[src/verilog/irq_ctrl_pkg.sv]
// Constants for the microcontroller interrupt controller.
// Assumes a single core clock and an AXI4-Lite register master.
`default_nettype none
package irq_ctrl_pkg;
	// Register byte addresses
	localparam logic [7:0] OFF_CONTROL  = 8'h00;
	localparam logic [7:0] OFF_OPTION   = 8'h04;
	localparam logic [7:0] OFF_PFLAG_A  = 8'h08;
	localparam logic [7:0] OFF_PFLAG_B  = 8'h0c;
	localparam logic [7:0] OFF_PEN_A    = 8'h10;
	localparam logic [7:0] OFF_PEN_B    = 8'h14;
	localparam logic [7:0] OFF_IRQ_STS  = 8'h18;
	localparam logic [7:0] OFF_IRQ_MASK = 8'h1c;
	// Control register bit positions; EDGE_BIT is option register bit 6
	localparam int GLB_EN_BIT = 7;
	localparam int GRP_EN_BIT = 6;
	localparam int TOIE_BIT = 5;
	localparam int EXIE_BIT = 4;
	localparam int PCIE_BIT = 3;
	localparam int TOIF_BIT = 2;
	localparam int EXIF_BIT = 1;
	localparam int PCIF_BIT = 0;
	localparam int EDGE_BIT = 6;
	// Reset values
	localparam logic [7:0] CONTROL_RST = 8'h00;
	localparam logic [7:0] OPTION_RST  = 8'hff;
	// Widths: 3 core sources + 8 + 1 peripheral = 12 sources
	localparam int PA_W  = 8;
	localparam int PB_W  = 1;
	localparam int PC_W  = 13;
	localparam int SP_W  = 3;
	localparam int STS_W = 2;
	// Core timing and vector
	localparam logic [1:0]      Q_LAST    = 2'h3;
	localparam logic [1:0]      LAT_LAST  = 2'h2;
	localparam logic [PC_W-1:0] VECTOR_PC = 13'h0004;
	localparam logic [7:0]      CNT_MAX   = 8'hff;
	localparam logic [7:0]      CNT_ZERO  = 8'h00;
	// Status bits of the sticky block interrupt, then AXI response codes
	localparam int STS_TAKEN = 0;
	localparam int STS_WAKE  = 1;
	localparam logic [1:0] RESP_OKAY   = 2'h0;
	localparam logic [1:0] RESP_SLVERR = 2'h2;
endpackage
`default_nettype wire

[src/verilog/mcu_irq_ctrl.sv]
// Interrupt flags, masking, vectoring, return stack and wake gating.
// Assumes pins from outside the clock domain; timer count and peripheral events are on this clock.
//
// Local design decisions: the placing of the registers and the AXI4-Lite interface to the registers.
`timescale 1ns/1ps
`default_nettype none
// Functional notes
// Flags set on their event whatever the own, group or global enables hold.
// Global enable (control bit 7) allows unmasked interrupts; cleared blocks all.
// Global enable with any flag and its enable set takes the interrupt.
// Every reset clears the global enable.
// Return from interrupt pops the saved address and sets global enable.
// Acceptance clears global enable, pushes return address, loads pc 0004h.
// Only the return pc is saved; other context is left to software.
// Software clears the serviced flag before re-enabling interrupts.
// Pin and port change events vector after three or four instruction cycles.
// External pin is edge triggered, rising if option bit 6 set, else falling.
// Valid pin edge sets flag bit 1, masked by enable bit 4.
// Enabled pin interrupt wakes power-down; global enable decides vectoring.
// Timer rollover FFh to 00h sets flag bit 2, masked by bit 5.
// Change on upper port pins 7:4 sets flag bit 0, masked by its enable.
// Two peripheral flag and enable registers, gated as a group by one bit.
// Twelve sources, each with own flag and enable.
// Wake-up by interrupt vectors to 0004h if global enable set, else continues.
// A wake-up leaves at least one flag set.
// Pending flags are held while global enable is clear.
module mcu_irq_ctrl
	import irq_ctrl_pkg::*;
(
	input  wire logic              ref_clk_in,        // Core clock, 125 MHz
	input  wire logic              arst_n_in,         // Async reset, active low
	input  wire logic [7:0]        s_axi_awaddr_in,   // Write address
	input  wire logic              s_axi_awvalid_in,  // Write address valid
	output logic                   s_axi_awready_out, // Write address ready
	input  wire logic [31:0]       s_axi_wdata_in,    // Write data
	input  wire logic [3:0]        s_axi_wstrb_in,    // Write strobes
	input  wire logic              s_axi_wvalid_in,   // Write data valid
	output logic                   s_axi_wready_out,  // Write data ready
	output logic [1:0]             s_axi_bresp_out,   // Write response
	output logic                   s_axi_bvalid_out,  // Write response valid
	input  wire logic              s_axi_bready_in,   // Write response ready
	input  wire logic [7:0]        s_axi_araddr_in,   // Read address
	input  wire logic              s_axi_arvalid_in,  // Read address valid
	output logic                   s_axi_arready_out, // Read address ready
	output logic [31:0]            s_axi_rdata_out,   // Read data
	output logic [1:0]             s_axi_rresp_out,   // Read response
	output logic                   s_axi_rvalid_out,  // Read data valid
	input  wire logic              s_axi_rready_in,   // Read data ready
	input  wire logic              ext_irq_pin_in,    // External interrupt pin
	input  wire logic [7:4]        upper_port_pins_in,// Upper port pins
	input  wire logic [7:0]        timer_count_in,    // Eight bit timer count
	input  wire logic [PA_W-1:0]   periph_event_a_in, // Peripheral event pulses, group a
	input  wire logic [PB_W-1:0]   periph_event_b_in, // Peripheral event pulses, group b
	input  wire logic              sleep_in,          // Core is in power-down
	input  wire logic              return_from_irq_in,// Return instruction executing
	input  wire logic [PC_W-1:0]   return_pc_in,      // Address to resume at
	output logic                   vector_out,        // Pulse: load pc with vector
	output logic [PC_W-1:0]        pc_load_out,       // Vector or restored address
	output logic                   restore_out,       // Pulse: load pc from stack
	output logic                   wake_out,          // Level: leave power-down
	output logic [1:0]             qphase_out,        // Quarter-cycle phase
	output logic                   irq_out            // Block interrupt, level
);
	import irq_ctrl_pkg::*;

	typedef struct packed {
		logic                       awr;
		logic                       wr;
		logic                       arr;
		logic                       bv;
		logic                       rv;
		logic                       have_aw;
		logic                       have_w;
		logic [7:0]                 awa;
		logic [31:0]                wd;
		logic [3:0]                 ws;
		logic [1:0]                 bresp;
		logic [1:0]                 rresp;
		logic [31:0]                rdata;
		logic [7:0]                 ctl;
		logic [7:0]                 opt;
		logic [PA_W-1:0]            pfa;
		logic [PA_W-1:0]            pea;
		logic [PB_W-1:0]            pfb;
		logic [PB_W-1:0]            peb;
		logic [STS_W-1:0]           sts;
		logic [STS_W-1:0]           msk;
		logic [2:0]                 ex_s;
		logic [2:0][3:0]            pt_s;
		logic                       ex_acc;
		logic [3:0]                 pt_acc;
		logic [7:0]                 tmr_prev;
		logic [1:0]                 q;
		logic [1:0]                 lat;
		logic                       lat_run;
		logic [7:0][PC_W-1:0]       stack;
		logic [SP_W-1:0]            sp;
		logic                       vec;
		logic                       rst_pc;
		logic                       wake;
		logic                       irq;
		logic [PC_W-1:0]            pcl;
	} state_t;

	state_t s_q;
	state_t s_d;
	logic       ex_edge; // Accepted pin edge of the chosen polarity
	logic       pt_chg;  // Accepted change on a port pin
	logic       t_ovf;   // Timer rolled over
	logic       req;     // Some flag with its enables set
	logic       take;    // Interrupt accepted this cycle
	logic       bnd;     // Instruction boundary
	logic       wdo;     // Register write lands this cycle
	logic [7:0] wb;      // Low byte of the write data

	// Next state of every register
	always_comb
	begin
		s_d       = s_q;
		s_d.vec   = 1'b0;
		s_d.rst_pc = 1'b0;
		wb        = s_q.wd[7:0];
		wdo       = 1'b0;
		// Three flop pin synchronisers; a level counts once stages two and three agree
		s_d.ex_s  = {s_q.ex_s[1:0], ext_irq_pin_in};
		s_d.pt_s  = {s_q.pt_s[1:0], upper_port_pins_in};
		ex_edge   = 1'b0;
		if (s_q.ex_s[2] == s_q.ex_s[1] && s_q.ex_s[2] != s_q.ex_acc)
		begin
			s_d.ex_acc = s_q.ex_s[2];
			ex_edge    = (s_q.ex_s[2] == s_q.opt[EDGE_BIT]);
		end
		pt_chg = 1'b0;
		for (int i = 0; i < 4; i++)
		begin
			if (s_q.pt_s[2][i] == s_q.pt_s[1][i] && s_q.pt_s[2][i] != s_q.pt_acc[i])
			begin
				s_d.pt_acc[i] = s_q.pt_s[2][i];
				pt_chg        = 1'b1;
			end
		end
		s_d.tmr_prev = timer_count_in;
		t_ovf        = (s_q.tmr_prev == CNT_MAX) && (timer_count_in == CNT_ZERO);
		// Quarter-cycle phase; an instruction boundary ends phase three
		s_d.q = s_q.q + 2'h1;
		bnd   = (s_q.q == Q_LAST);

		// AXI4-Lite write: address and data taken in either order
		if (s_axi_awvalid_in && s_q.awr)
		begin
			s_d.have_aw = 1'b1;
			s_d.awa     = s_axi_awaddr_in;
			s_d.awr     = 1'b0;
		end
		if (s_axi_wvalid_in && s_q.wr)
		begin
			s_d.have_w = 1'b1;
			s_d.wd     = s_axi_wdata_in;
			s_d.ws     = s_axi_wstrb_in;
			s_d.wr     = 1'b0;
		end
		if (s_q.have_aw && s_q.have_w && !s_q.bv)
		begin
			wdo         = s_q.ws[0];
			s_d.have_aw = 1'b0;
			s_d.have_w  = 1'b0;
			s_d.bv      = 1'b1;
			s_d.bresp   = RESP_OKAY;
			if (s_q.awa > OFF_IRQ_MASK || s_q.awa[1:0] != 2'h0)
			begin
				s_d.bresp = RESP_SLVERR;
				wdo       = 1'b0;
			end
		end
		if (s_q.bv && s_axi_bready_in)
		begin
			s_d.bv  = 1'b0;
			s_d.awr = 1'b1;
			s_d.wr  = 1'b1;
		end
		// Register writes; a hardware set in the same cycle wins
		if (wdo)
		begin
			unique case (s_q.awa)
				OFF_CONTROL:  s_d.ctl = wb;
				OFF_OPTION:   s_d.opt = wb;
				OFF_PFLAG_A:  s_d.pfa = wb[PA_W-1:0];
				OFF_PFLAG_B:  s_d.pfb = wb[PB_W-1:0];
				OFF_PEN_A:    s_d.pea = wb[PA_W-1:0];
				OFF_PEN_B:    s_d.peb = wb[PB_W-1:0];
				OFF_IRQ_STS:  s_d.sts = s_q.sts & ~wb[STS_W-1:0];
				OFF_IRQ_MASK: s_d.msk = wb[STS_W-1:0];
				default:      s_d.ctl = s_q.ctl;
			endcase
		end
		// Event flags set regardless of any enable and held until cleared
		if (ex_edge)
			s_d.ctl[EXIF_BIT] = 1'b1;
		if (t_ovf)
			s_d.ctl[TOIF_BIT] = 1'b1;
		if (pt_chg)
			s_d.ctl[PCIF_BIT] = 1'b1;
		s_d.pfa = s_d.pfa | periph_event_a_in;
		s_d.pfb = s_d.pfb | periph_event_b_in;

		// Any enabled source; group bit gates the peripheral registers
		req = (s_q.ctl[EXIF_BIT] && s_q.ctl[EXIE_BIT])
			|| (s_q.ctl[TOIF_BIT] && s_q.ctl[TOIE_BIT])
			|| (s_q.ctl[PCIF_BIT] && s_q.ctl[PCIE_BIT])
			|| (s_q.ctl[GRP_EN_BIT] && ((|(s_q.pfa & s_q.pea)) || (|(s_q.pfb & s_q.peb))));
		// Wake from power-down needs only flag and enable
		s_d.wake = sleep_in && req;
		if (sleep_in && req && !s_q.wake)
			s_d.sts[STS_WAKE] = 1'b1;
		// Boundary counter fixes vectoring three or four instruction cycles after an event
		if (!(req && s_q.ctl[GLB_EN_BIT]) || sleep_in)
		begin
			s_d.lat_run = 1'b0;
			s_d.lat     = 2'h0;
		end
		else if (bnd)
		begin
			s_d.lat_run = 1'b1;
			s_d.lat     = s_q.lat + 2'h1; // Boundaries seen; the third one takes
		end
		take = bnd && s_q.lat_run && (s_q.lat == LAT_LAST) && s_q.ctl[GLB_EN_BIT] && req && !sleep_in;

		// Entry: clear global enable, save only the return pc, load vector
		if (take)
		begin
			s_d.ctl[GLB_EN_BIT] = 1'b0;
			s_d.stack[s_q.sp] = return_pc_in;
			s_d.sp            = s_q.sp + 3'h1;
			s_d.vec           = 1'b1;
			s_d.pcl           = VECTOR_PC;
			s_d.lat_run       = 1'b0;
			s_d.lat           = 2'h0;
			s_d.sts[STS_TAKEN] = 1'b1;
		end
		else if (return_from_irq_in)
		begin
			s_d.ctl[GLB_EN_BIT] = 1'b1;
			s_d.sp           = s_q.sp - 3'h1;
			s_d.pcl          = s_q.stack[s_q.sp - 3'h1];
			s_d.rst_pc       = 1'b1;
		end

		// AXI4-Lite read with registered data
		if (s_axi_arvalid_in && s_q.arr)
		begin
			s_d.arr   = 1'b0;
			s_d.rv    = 1'b1;
			s_d.rresp = RESP_OKAY;
			s_d.rdata = 32'h0000_0000;
			unique case (s_axi_araddr_in)
				OFF_CONTROL:  s_d.rdata[7:0] = s_q.ctl;
				OFF_OPTION:   s_d.rdata[7:0] = s_q.opt;
				OFF_PFLAG_A:  s_d.rdata[PA_W-1:0] = s_q.pfa;
				OFF_PFLAG_B:  s_d.rdata[PB_W-1:0] = s_q.pfb;
				OFF_PEN_A:    s_d.rdata[PA_W-1:0] = s_q.pea;
				OFF_PEN_B:    s_d.rdata[PB_W-1:0] = s_q.peb;
				OFF_IRQ_STS:  s_d.rdata[STS_W-1:0] = s_q.sts;
				OFF_IRQ_MASK: s_d.rdata[STS_W-1:0] = s_q.msk;
				default:      s_d.rresp = RESP_SLVERR;
			endcase
		end
		if (s_q.rv && s_axi_rready_in)
		begin
			s_d.rv  = 1'b0;
			s_d.arr = 1'b1;
		end
		// Level interrupt from unmasked sticky status
		s_d.irq = |(s_d.sts & s_d.msk);
	end

	// State register; reset clears the global enable and all else but the option register and the ready flags
	always_ff @(posedge ref_clk_in or negedge arst_n_in)
	begin
		if (!arst_n_in)
		begin
			s_q     <= '0;
			s_q.ctl <= CONTROL_RST;
			s_q.opt <= OPTION_RST;
			s_q.awr <= 1'b1;
			s_q.wr  <= 1'b1;
			s_q.arr <= 1'b1;
		end
		else
			s_q <= s_d;
	end

	assign s_axi_awready_out = s_q.awr;
	assign s_axi_wready_out  = s_q.wr;
	assign s_axi_bvalid_out  = s_q.bv;
	assign s_axi_bresp_out   = s_q.bresp;
	assign s_axi_arready_out = s_q.arr;
	assign s_axi_rvalid_out  = s_q.rv;
	assign s_axi_rdata_out   = s_q.rdata;
	assign s_axi_rresp_out   = s_q.rresp;
	assign vector_out        = s_q.vec;
	assign restore_out       = s_q.rst_pc;
	assign pc_load_out       = s_q.pcl;
	assign wake_out          = s_q.wake;
	assign qphase_out        = s_q.q;
	assign irq_out           = s_q.irq;

	// Checks
	vec_clears_en_a: assert property (@(posedge ref_clk_in) disable iff (!arst_n_in)
		vector_out |-> !s_q.ctl[GLB_EN_BIT] && pc_load_out == VECTOR_PC)
		else $error("vector without global enable clear or wrong address");
	vec_needs_en_a: assert property (@(posedge ref_clk_in) disable iff (!arst_n_in)
		vector_out |-> $past(s_q.ctl[GLB_EN_BIT]))
		else $error("vector taken with global enable clear");
	ret_sets_en_a: assert property (@(posedge ref_clk_in) disable iff (!arst_n_in)
		return_from_irq_in && !take |=> s_q.ctl[GLB_EN_BIT] && restore_out)
		else $error("return did not set global enable");
	push_return_a: assert property (@(posedge ref_clk_in) disable iff (!arst_n_in)
		take |=> s_q.stack[$past(s_q.sp)] == $past(return_pc_in) && s_q.sp == $past(s_q.sp) + 3'h1)
		else $error("return address not pushed on entry");
	wake_pin_a: assert property (@(posedge ref_clk_in) disable iff (!arst_n_in)
		sleep_in && s_q.ctl[EXIF_BIT] && s_q.ctl[EXIE_BIT] |=> wake_out)
		else $error("enabled pin flag did not wake the core");
	port_flag_a: assert property (@(posedge ref_clk_in) disable iff (!arst_n_in)
		pt_chg |=> s_q.ctl[PCIF_BIT])
		else $error("port change did not set flag");
	flag_set_a: assert property (@(posedge ref_clk_in) disable iff (!arst_n_in)
		t_ovf |=> s_q.ctl[TOIF_BIT])
		else $error("timer rollover did not set flag");
	pin_edge_a: assert property (@(posedge ref_clk_in) disable iff (!arst_n_in)
		ex_edge |=> s_q.ctl[EXIF_BIT])
		else $error("pin edge did not set flag");
	edge_sense_a: assert property (@(posedge ref_clk_in) disable iff (!arst_n_in)
		ex_edge |-> s_q.ex_s[2] == s_q.opt[EDGE_BIT])
		else $error("edge of wrong polarity accepted");
	take_latency_a: assert property (@(posedge ref_clk_in) disable iff (!arst_n_in)
		$rose(req && s_q.ctl[GLB_EN_BIT]) && !sleep_in && !return_from_irq_in
		##1 (req && s_q.ctl[GLB_EN_BIT] && !sleep_in && !return_from_irq_in)[*8] |-> ##[0:8] vector_out)
		else $error("interrupt not vectored in time");
	wake_flag_a: assert property (@(posedge ref_clk_in) disable iff (!arst_n_in)
		wake_out |-> $past((|s_q.ctl[TOIF_BIT:PCIF_BIT]) || (|s_q.pfa) || (|s_q.pfb)))
		else $error("wake without a flag set");
	hold_flags_a: assert property (@(posedge ref_clk_in) disable iff (!arst_n_in)
		s_q.ctl[TOIF_BIT] && !s_q.ctl[GLB_EN_BIT] && !wdo |=> s_q.ctl[TOIF_BIT])
		else $error("pending flag lost while disabled");
endmodule
`default_nettype wire
[config.mk]
export PLATFORM = sky130hd
export DESIGN_NAME = mcu_irq_ctrl
export DESIGN_NICKNAME = d
export VERILOG_FILES = /design/src/verilog/irq_ctrl_pkg.sv /design/src/verilog/mcu_irq_ctrl.sv
export SDC_FILE = /design/constraint.sdc
export NUM_CORES = 1
export LEC_CHECK = 0
export BUFFER_PORTS_ARGS = -buffer_cell sky130_fd_sc_hd__clkbuf_2
export CORE_MARGIN = 2
export CORE_UTILIZATION = 45
export CTS_CLUSTER_DIAMETER = 50
export DETAILED_ROUTE_END_ITERATION = 8
export PLACE_DENSITY = 0.66
export REMOVE_ABC_BUFFERS = 1
export SLEW_MARGIN = 0
export SYNTH_ARGS = -nofsm -noshare
export SYNTH_HDL_FRONTEND = slang
export SYNTH_SLANG_ARGS = --single-unit
[constraint.sdc]
create_clock -name ref_clk_in -period 3.84 [get_ports ref_clk_in]
set_input_delay 0.576 -clock ref_clk_in [delete_from_list [all_inputs] [get_ports ref_clk_in]]
set_output_delay 0.576 -clock ref_clk_in [all_outputs]
set_load 0.02 [all_outputs]
## Word-level counts from Yosys, hierarchy flattened

Index checks and enable logic that the tools add are counted.

- Input bits: 96
- Word-level logic and storage cells: 217
- Register bits after elaboration: 231

- Equal/unequal tests: 28
- Magnitude comparators: 4
- Bitwise logic cells: 7
- Multiplexer cells: 55
- Reduce and logical (&&, ||, !) cells: 67
- $add $sub $neg: 4

Operators by type and width:

| kind | count |
|---|---|
| $mux W107 | 1 |
| $bwmux W104 | 1 |
| $eq A8 B5 Y1 const B | 8 |
| $mux W13 | 4 |
| $bmux W13 S3 | 1 |
| $demux W13 S3 | 1 |
| $mux W38 | 1 |
| $eq A8 B4 Y1 const B | 4 |
| $mux W8 | 4 |
| $mux W1 | 29 |
| $reduce_bool A2 Y1 | 14 |
| $logic_and A1 B1 Y1 | 26 |
| $logic_not A8 Y1 | 3 |
| $pmux W6 S4 | 1 |
| $eq A8 B3 Y1 const B | 2 |
| $reduce_and A2 Y1 | 8 |
| $reduce_or A8 Y1 | 2 |
| $mux W2 | 6 |
| $mux W3 | 4 |
| $reduce_bool A3 Y1 | 3 |
| $and A8 B8 Y8 | 1 |
| $eq A8 B8 Y1 const B | 1 |
| $gt A8 B5 Y1 const B | 1 |
| $lt A3 B4 Y1 const B | 2 |
| 17 further kinds | 37 |

## Logic depth before layout (Yosys ltp)

Gate-level depths: netlist of the first run.

- Word-level depth: 10
- Gate-level depth with buffers: 8
- Depth with buffers taken out: 6

## Worst setup path before layout of the first run

No wires, ideal clock.

- Path type: input to register
- Start point: in sleep_in
- End point: reg with a tool-made name
- Cell stages on the path: 6
- Arrival: 2332 ps
- Data required time: 3715 ps
- Setup time: 125 ps
- Slack: 1383 ps
- Path through: nand2b_1 > a21o_1 > a2111o_1 > nor3_1 > buf_2 > mux2_2

RTL lines:

| item | RTL line | source |
|---|---|---|
| from (decl) | mcu_irq_ctrl.sv:54 | `input wire logic sleep_in,` |

==> flow_summary.yaml, run 1 <==
run_status:
  status: "complete, no violations"
timing:
  timing.fmax_mhz: 354
  hold_slack_ns: 0.0443
  slew_viol_final: 0
  hold_viol: 0
  clock_skew_ns: 0.0157
  rsz0062_at_grt: "no"
  tns_ns: 0
  setup_viol: 0
  fin_crit_sh: 0.736
  fin_crit_ns: 2.83
  fin_ws_ns: 1.01
  maxSlewHeadroom: 0.395
  worst_slew_pin_slew_ns: 0.906
floorplan:
  die_area_um2: 23800
  core_um2: 22000
  io_pins: 156
  fp.dieW_um: 154
  initial_utilization: 0.461
  die_y_um: 154
  fp-row-count: 54
synthesis:
  synth_area_per_cell_um2: 13.7
  synthArstFlopShare: 1.00
  synth_top_area_frac: 0.537
  syn_area_um2: 10200
  synth_warnings: 0
  ys_types: 58
  synth_commonest_cells: "dfrtp_1, mux2_2, buf_4"
  synth_flop_cell: "dfrtp_1"
  synth.area.top_cells: "dfrtp_1, mux2_2, mux4_2"
  synth_edf_count: 0
  ys_seq_elements: 229
  yosysTopAreaCell: "dfrtp_1"
  synth_most_common_cell: "dfrtp_1"
  synth-seq-area-share: 0.565
  netlist_instances: 741
route:
  highest_layer: "met4"
  vias: 6063
  routed_wirelength_mm: 20.8
  drt_iter0_markers: 318
  via_per_inst: 5.33
  first_pass_iters: 4
  drcViolationCount: 0
  met2WireLength_mm: 9.98
  wl_met3_um: 972
  wl_per_cell_um: 18.3
  wl_met1_mm: 9.63
  antenna_left: 0
setup_path:
  path_buf_inv: 2
  worstSetupStartpointType: "flip-flop"
  crit_top_cell: "buf_4"
  path_delay_family: "compound AO/OA/AOI/OAI gates"
  cp_data_required_time_ns: 4.26
  crit_chain: "a222oi_1, buf_4, a21o_1, a2111oi_2, nor4b_4, buf_4, mux2_2"
  max_stage_delay_ns: 0.67
  crit_type: "reg2reg"
  critical-path-slowest-cell: "nor4b_4"
  cp_max_fo: 8
  crit_arrival_ns: 3.25
  end_kind: "flip-flop"
grt:
  grt-ovfl-total: 0
  grt_pass1_wl_mm: 33.8
  grt_pass1_vias: 6195
  grtUsageTotal: 0.179
  antenna_found_initial: 1
  grt_max_degree: 89
power_and_ir_drop:
  leakagePower_uw: 0.00564
  ir_drop_mv: 0.372
  cellPowerDensity_nw_per_um2: 580
clock_tree:
  clockBufferDepth: 3
  numCtsBuffers: 29
  cts_tree: "yes"
  post_cts_buffers: 0
  cts-root-buf: "clkbuf_16"
  ctsHoldBuffers: 0
  cts_num_sinks: 229
  insertion_delay_ns: 0.54
  cts_resized: 0
  clk_pin_slew_ns: 0.06
  htree_levels: 1
layout:
  drive_gt1_frac: 0.425
  syn_to_final_growth_pct: 16.5
  antenna_cells: 0
  fill_cells: 1872
  nets: 935
  fin_cells: 1138
placement:
  place_inst: 1084
  pre_cts_ws_ns: 0.783
  gp_congestion: 0.754
  dp_hpwl_mm: 13.5
  portBuffers: 102
hold_path:
  hold_class: "in2async"
run:
  max_cap_viol_count: 0
## where the power goes
group          switching [µW]  internal (µW)
Combinational             645            474
Clock                    1050           1870
Sequential                220           2610
## final cells by class
class / instances / area [µm²] / share of cell area
inverters: 25 / 93.8 / 0.00793
clock buffers: 40 / 837 / 0.0707
flip-flops and latches: 229 / 5750 / 0.485
repair buffers: 121 / 676 / 0.0571
well taps: 280 / 350 / 0.0296
clock inverters: 14 / 221 / 0.0187
multi-input cells: 429 / 3910 / 0.331
## cell usage in the layout (no fill, tap or decap), drive strengths merged, types with 3 or more instances in the layout
master and n:
conb 26, clkinv 5, buf 20, nand4 5, nor4 11, nor2 41, inv 28, a221oi 7
bufinv 5, o21ai 17, nor3 3, clkbuf 141, ha 4, a21o 3, a211o 8, mux2i 23
nand3 6, dfrtp 218, a21oi 7, nand2 27, dfstp 11, maj3 5, xnor2 3, a22o 6
a22oi 4, mux2 143, mux4 27, a211oi 14, nand2b 5
## cell families after synthesis
group	after synthesis	share of synthesized area
simple gates	118	0.0621
other cells	1	0.000369
compound gates	79	0.0573
flops	229	0.565
buf+inv	108	0.0607
fa+ha+maj	9	0.00985
xor+xnor	4	0.00345
mux	193	0.241
## per-stage QoR
stage	area (µm²)	total power [µW]	utilization
2_1_floorplan	9730	3560	-
3_3_place_gp	10800	4000	0.489
3_5_place_dp	10800	4010	0.489
4_1_cts	11800	6950	0.537
5_1_grt	11800	7180	0.537
6_report	11800	6870	0.537
## path summary, 6_finish.rpt
check                                 startpoint  slack [ns]  cells after the start            endpoint
max                                     s_q[187]        1.01                      7           flip-flop
min                                    arst_n_in        0.04                      1  s_axi_rresp_out[1]
max reg2reg                             s_q[187]        1.01                      7           flip-flop
min reg2reg                             s_d[149]        0.35                      0            s_d[153]
max in group asynchronous              arst_n_in        2.76                      2   s_axi_awready_out
min in group ref_clk_in    upper_port_pins_in[5]        0.15                      1            s_d[147]
## metal layers
metal	vias to the layer above	GRT usage
li1	2818	-
met1	3106	0.255
met2	123	0.291
met3	16	0.0331
met4	0	0.0375
met5	-	0
Note: power is estimated with default switching activity, not from simulation.
==> run 2: changes to the inputs <==
- PLACE_DENSITY: 0.66 -> 0.68
- clock period: 3.84 -> 2.53 ns (I/O delays scaled with it)
==> run 2 against run 1 <==
Against the previous run: first-iteration DRC count decreased by 13%; sequential power rose by 52%; maximum frequency up 21%; global-route usage down 0.22 points; non-clock buffer count rose by 30; worst setup slack worse by 0.83 ns; via count is 1.6% higher; worst hold slack worse by 0.025 ns; clock-buffer cell count fell by 5; total power is 43% higher; largest cell class unchanged; largest power group is now sequential cells; highest routed layer unchanged.
==> flow_summary.yaml, run 2 (same netlist as run 1, synthesis figures left out) <==
layout:
  layout_common_cells: "dfrtp_1, mux2_2, clkbuf_2"
  multiInputGateArea_um2: 3910
  seq_area_um2: 5750
  drive_gt1_frac: 0.426
  antenna_cells: 0
  syn_to_final_growth_pct: 18.0
  final_common_cell: "dfrtp_1"
  finish.utilization: 0.544
  fill_cells: 1820
  stdcell_area_um2: 12000
  nets: 963
route:
  vias: 6162
  wl_per_cell_um: 17.5
  drt_iter0_markers: 278
  routed_wirelength_mm: 20.3
  first_pass_iters: 4
  via_per_inst: 5.30
  antenna_left: 0
  drcViolationCount: 0
setup_path:
  rr_worst_depth: 5
  crit_chain: "or3_1, or4_1, nor2_1, mux2_2, o2bb2ai_1"
  cp_max_fo: 5
  crit_type: "reg2reg"
  end_kind: "flip-flop"
  cp_data_required_time_ns: 2.92
  worstSetupStartpointType: "flip-flop"
  critical-path-slowest-cell: "or4_1"
  max_stage_delay_ns: 0.65
  crit_arrival_ns: 2.74
placement:
  pre_cts_ws_ns: 0.146
  place_area_um2: 11000
  dp_hpwl_mm: 13.5
  gp_congestion: 0.771
  portBuffers: 102
run_status:
  status: "complete, no violations"
grt:
  antenna_found_initial: 0
  grt-ovfl-total: 0
  grt_pass1_vias: 6223
  grt_max_degree: 78
  grtUsageTotal: 0.177
  grt_pass1_wl_mm: 33.6
hold_path:
  worstHoldPathCells: 2
  hold_class: "in2reg"
clock_tree:
  htree_levels: 1
  cts_tree: "yes"
  clockBufferDepth: 3
  post_cts_buffers: 0
  cts_num_sinks: 229
  cts-root-buf: "clkbuf_16"
  clk_pin_slew_ns: 0.06
  numCtsBuffers: 27
  insertion_delay_ns: 0.53
floorplan:
  initial_utilization: 0.461
  fp.dieW_um: 154
  fp-row-count: 54
  io_pins: 156
  die_area_um2: 23800
  die_y_um: 154
  core_um2: 22000
power_and_ir_drop:
  power_frac_seq: 0.438
  cellPowerDensity_nw_per_um2: 816
  switching_power_uw: 2840
  ir_drop_mv: 0.433
  clkPwrFrac: 0.378
  p_int_uw: 6950
  finalPower_uw: 9790
  leakagePower_uw: 0.00570
  combPwrFrac: 0.184
  swShare: 0.290
timing:
  worst_slew_pin_slew_ns: 0.788
  setup_viol: 0
  fin_crit_sh: 0.926
  hold_viol: 0
  maxSlewHeadroom: 0.475
  clock_skew_ns: 0.0124
  slew_viol_final: 0
  rsz0062_at_grt: "no"
  timing.fmax_mhz: 427
  fin_ws_ns: 0.188
  fin_crit_ns: 2.34
run:
  max_cap_viol_count: 0
## run 2: metrics by stage
step | hold slack [ns] | std cells | TNS (ns)
4_1_cts | 0.00228 | 1163 | 0
3_3_place_gp | 0.332 | 1100 | 0
2_1_floorplan | 0.0839 | 683 | -56.78
3_5_place_dp | 0.335 | 1100 | 0
6_report | 0.0196 | 1163 | 0
5_1_grt | 0.0105 | 1163 | 0
## run 2: final cells by class
cell class                 instances  share of cell area
clock inverter                    14              0.0101
inverter                          25             0.00782
timing repair buffer             151              0.0853
clock buffer                      35              0.0622
multi-input combinational        429               0.326
sequential                       229               0.479
tap                              280              0.0292
## run 2: power groups by stage
| stage | clock (µW) | sequential (µW) | combinational, µW |
|---|---|---|---|
| floorplan | 0 | 4410 | 991 |
| detailed placement | 0 | 4350 | 1830 |
| global route | 3980 | 4340 | 1970 |
| global placement | 0 | 4340 | 1800 |
| CTS | 3800 | 4290 | 1850 |
| finish | 3700 | 4290 | 1800 |
## run 2: critical path, delay by kind of cell, from the launching register on
kind,cells,cell delay [ns]
AO/OA/AOI/OAI,1,0.14
flip-flops,1,0.37
AND/OR/NAND/NOR,3,1.34
multiplexers,1,0.37
## run 2: layer usage
layer	track usage	vias to the layer above	wire length [µm]
li1	-	2880	-
met1	0.253	3076	9560
met2	0.284	168	9310
met3	0.0303	38	1020
met4	0.0450	0	455
met5	0	-	0
## run 2: repair_timing
item / 4_1_cts / 5_1_grt
hold buffers: 14 / 0
gates resized for setup: 0 / 0
endpoints found under the hold margin: 75 / 0
## run 2: path summary, 6_finish.rpt
path                             startpoint  slack (ns)                 end
hold / removal             s_axi_awvalid_in        0.02   s_axi_awready_out
min in group asynchronous         arst_n_in        0.42  s_axi_rdata_out[4]
setup reg to reg                   s_q[274]        0.19             irq_out
setup / recovery                   s_q[274]        0.19             irq_out
hold reg to reg                    s_d[147]        0.35            s_d[151]
max in group asynchronous         arst_n_in        1.34    s_axi_wready_out
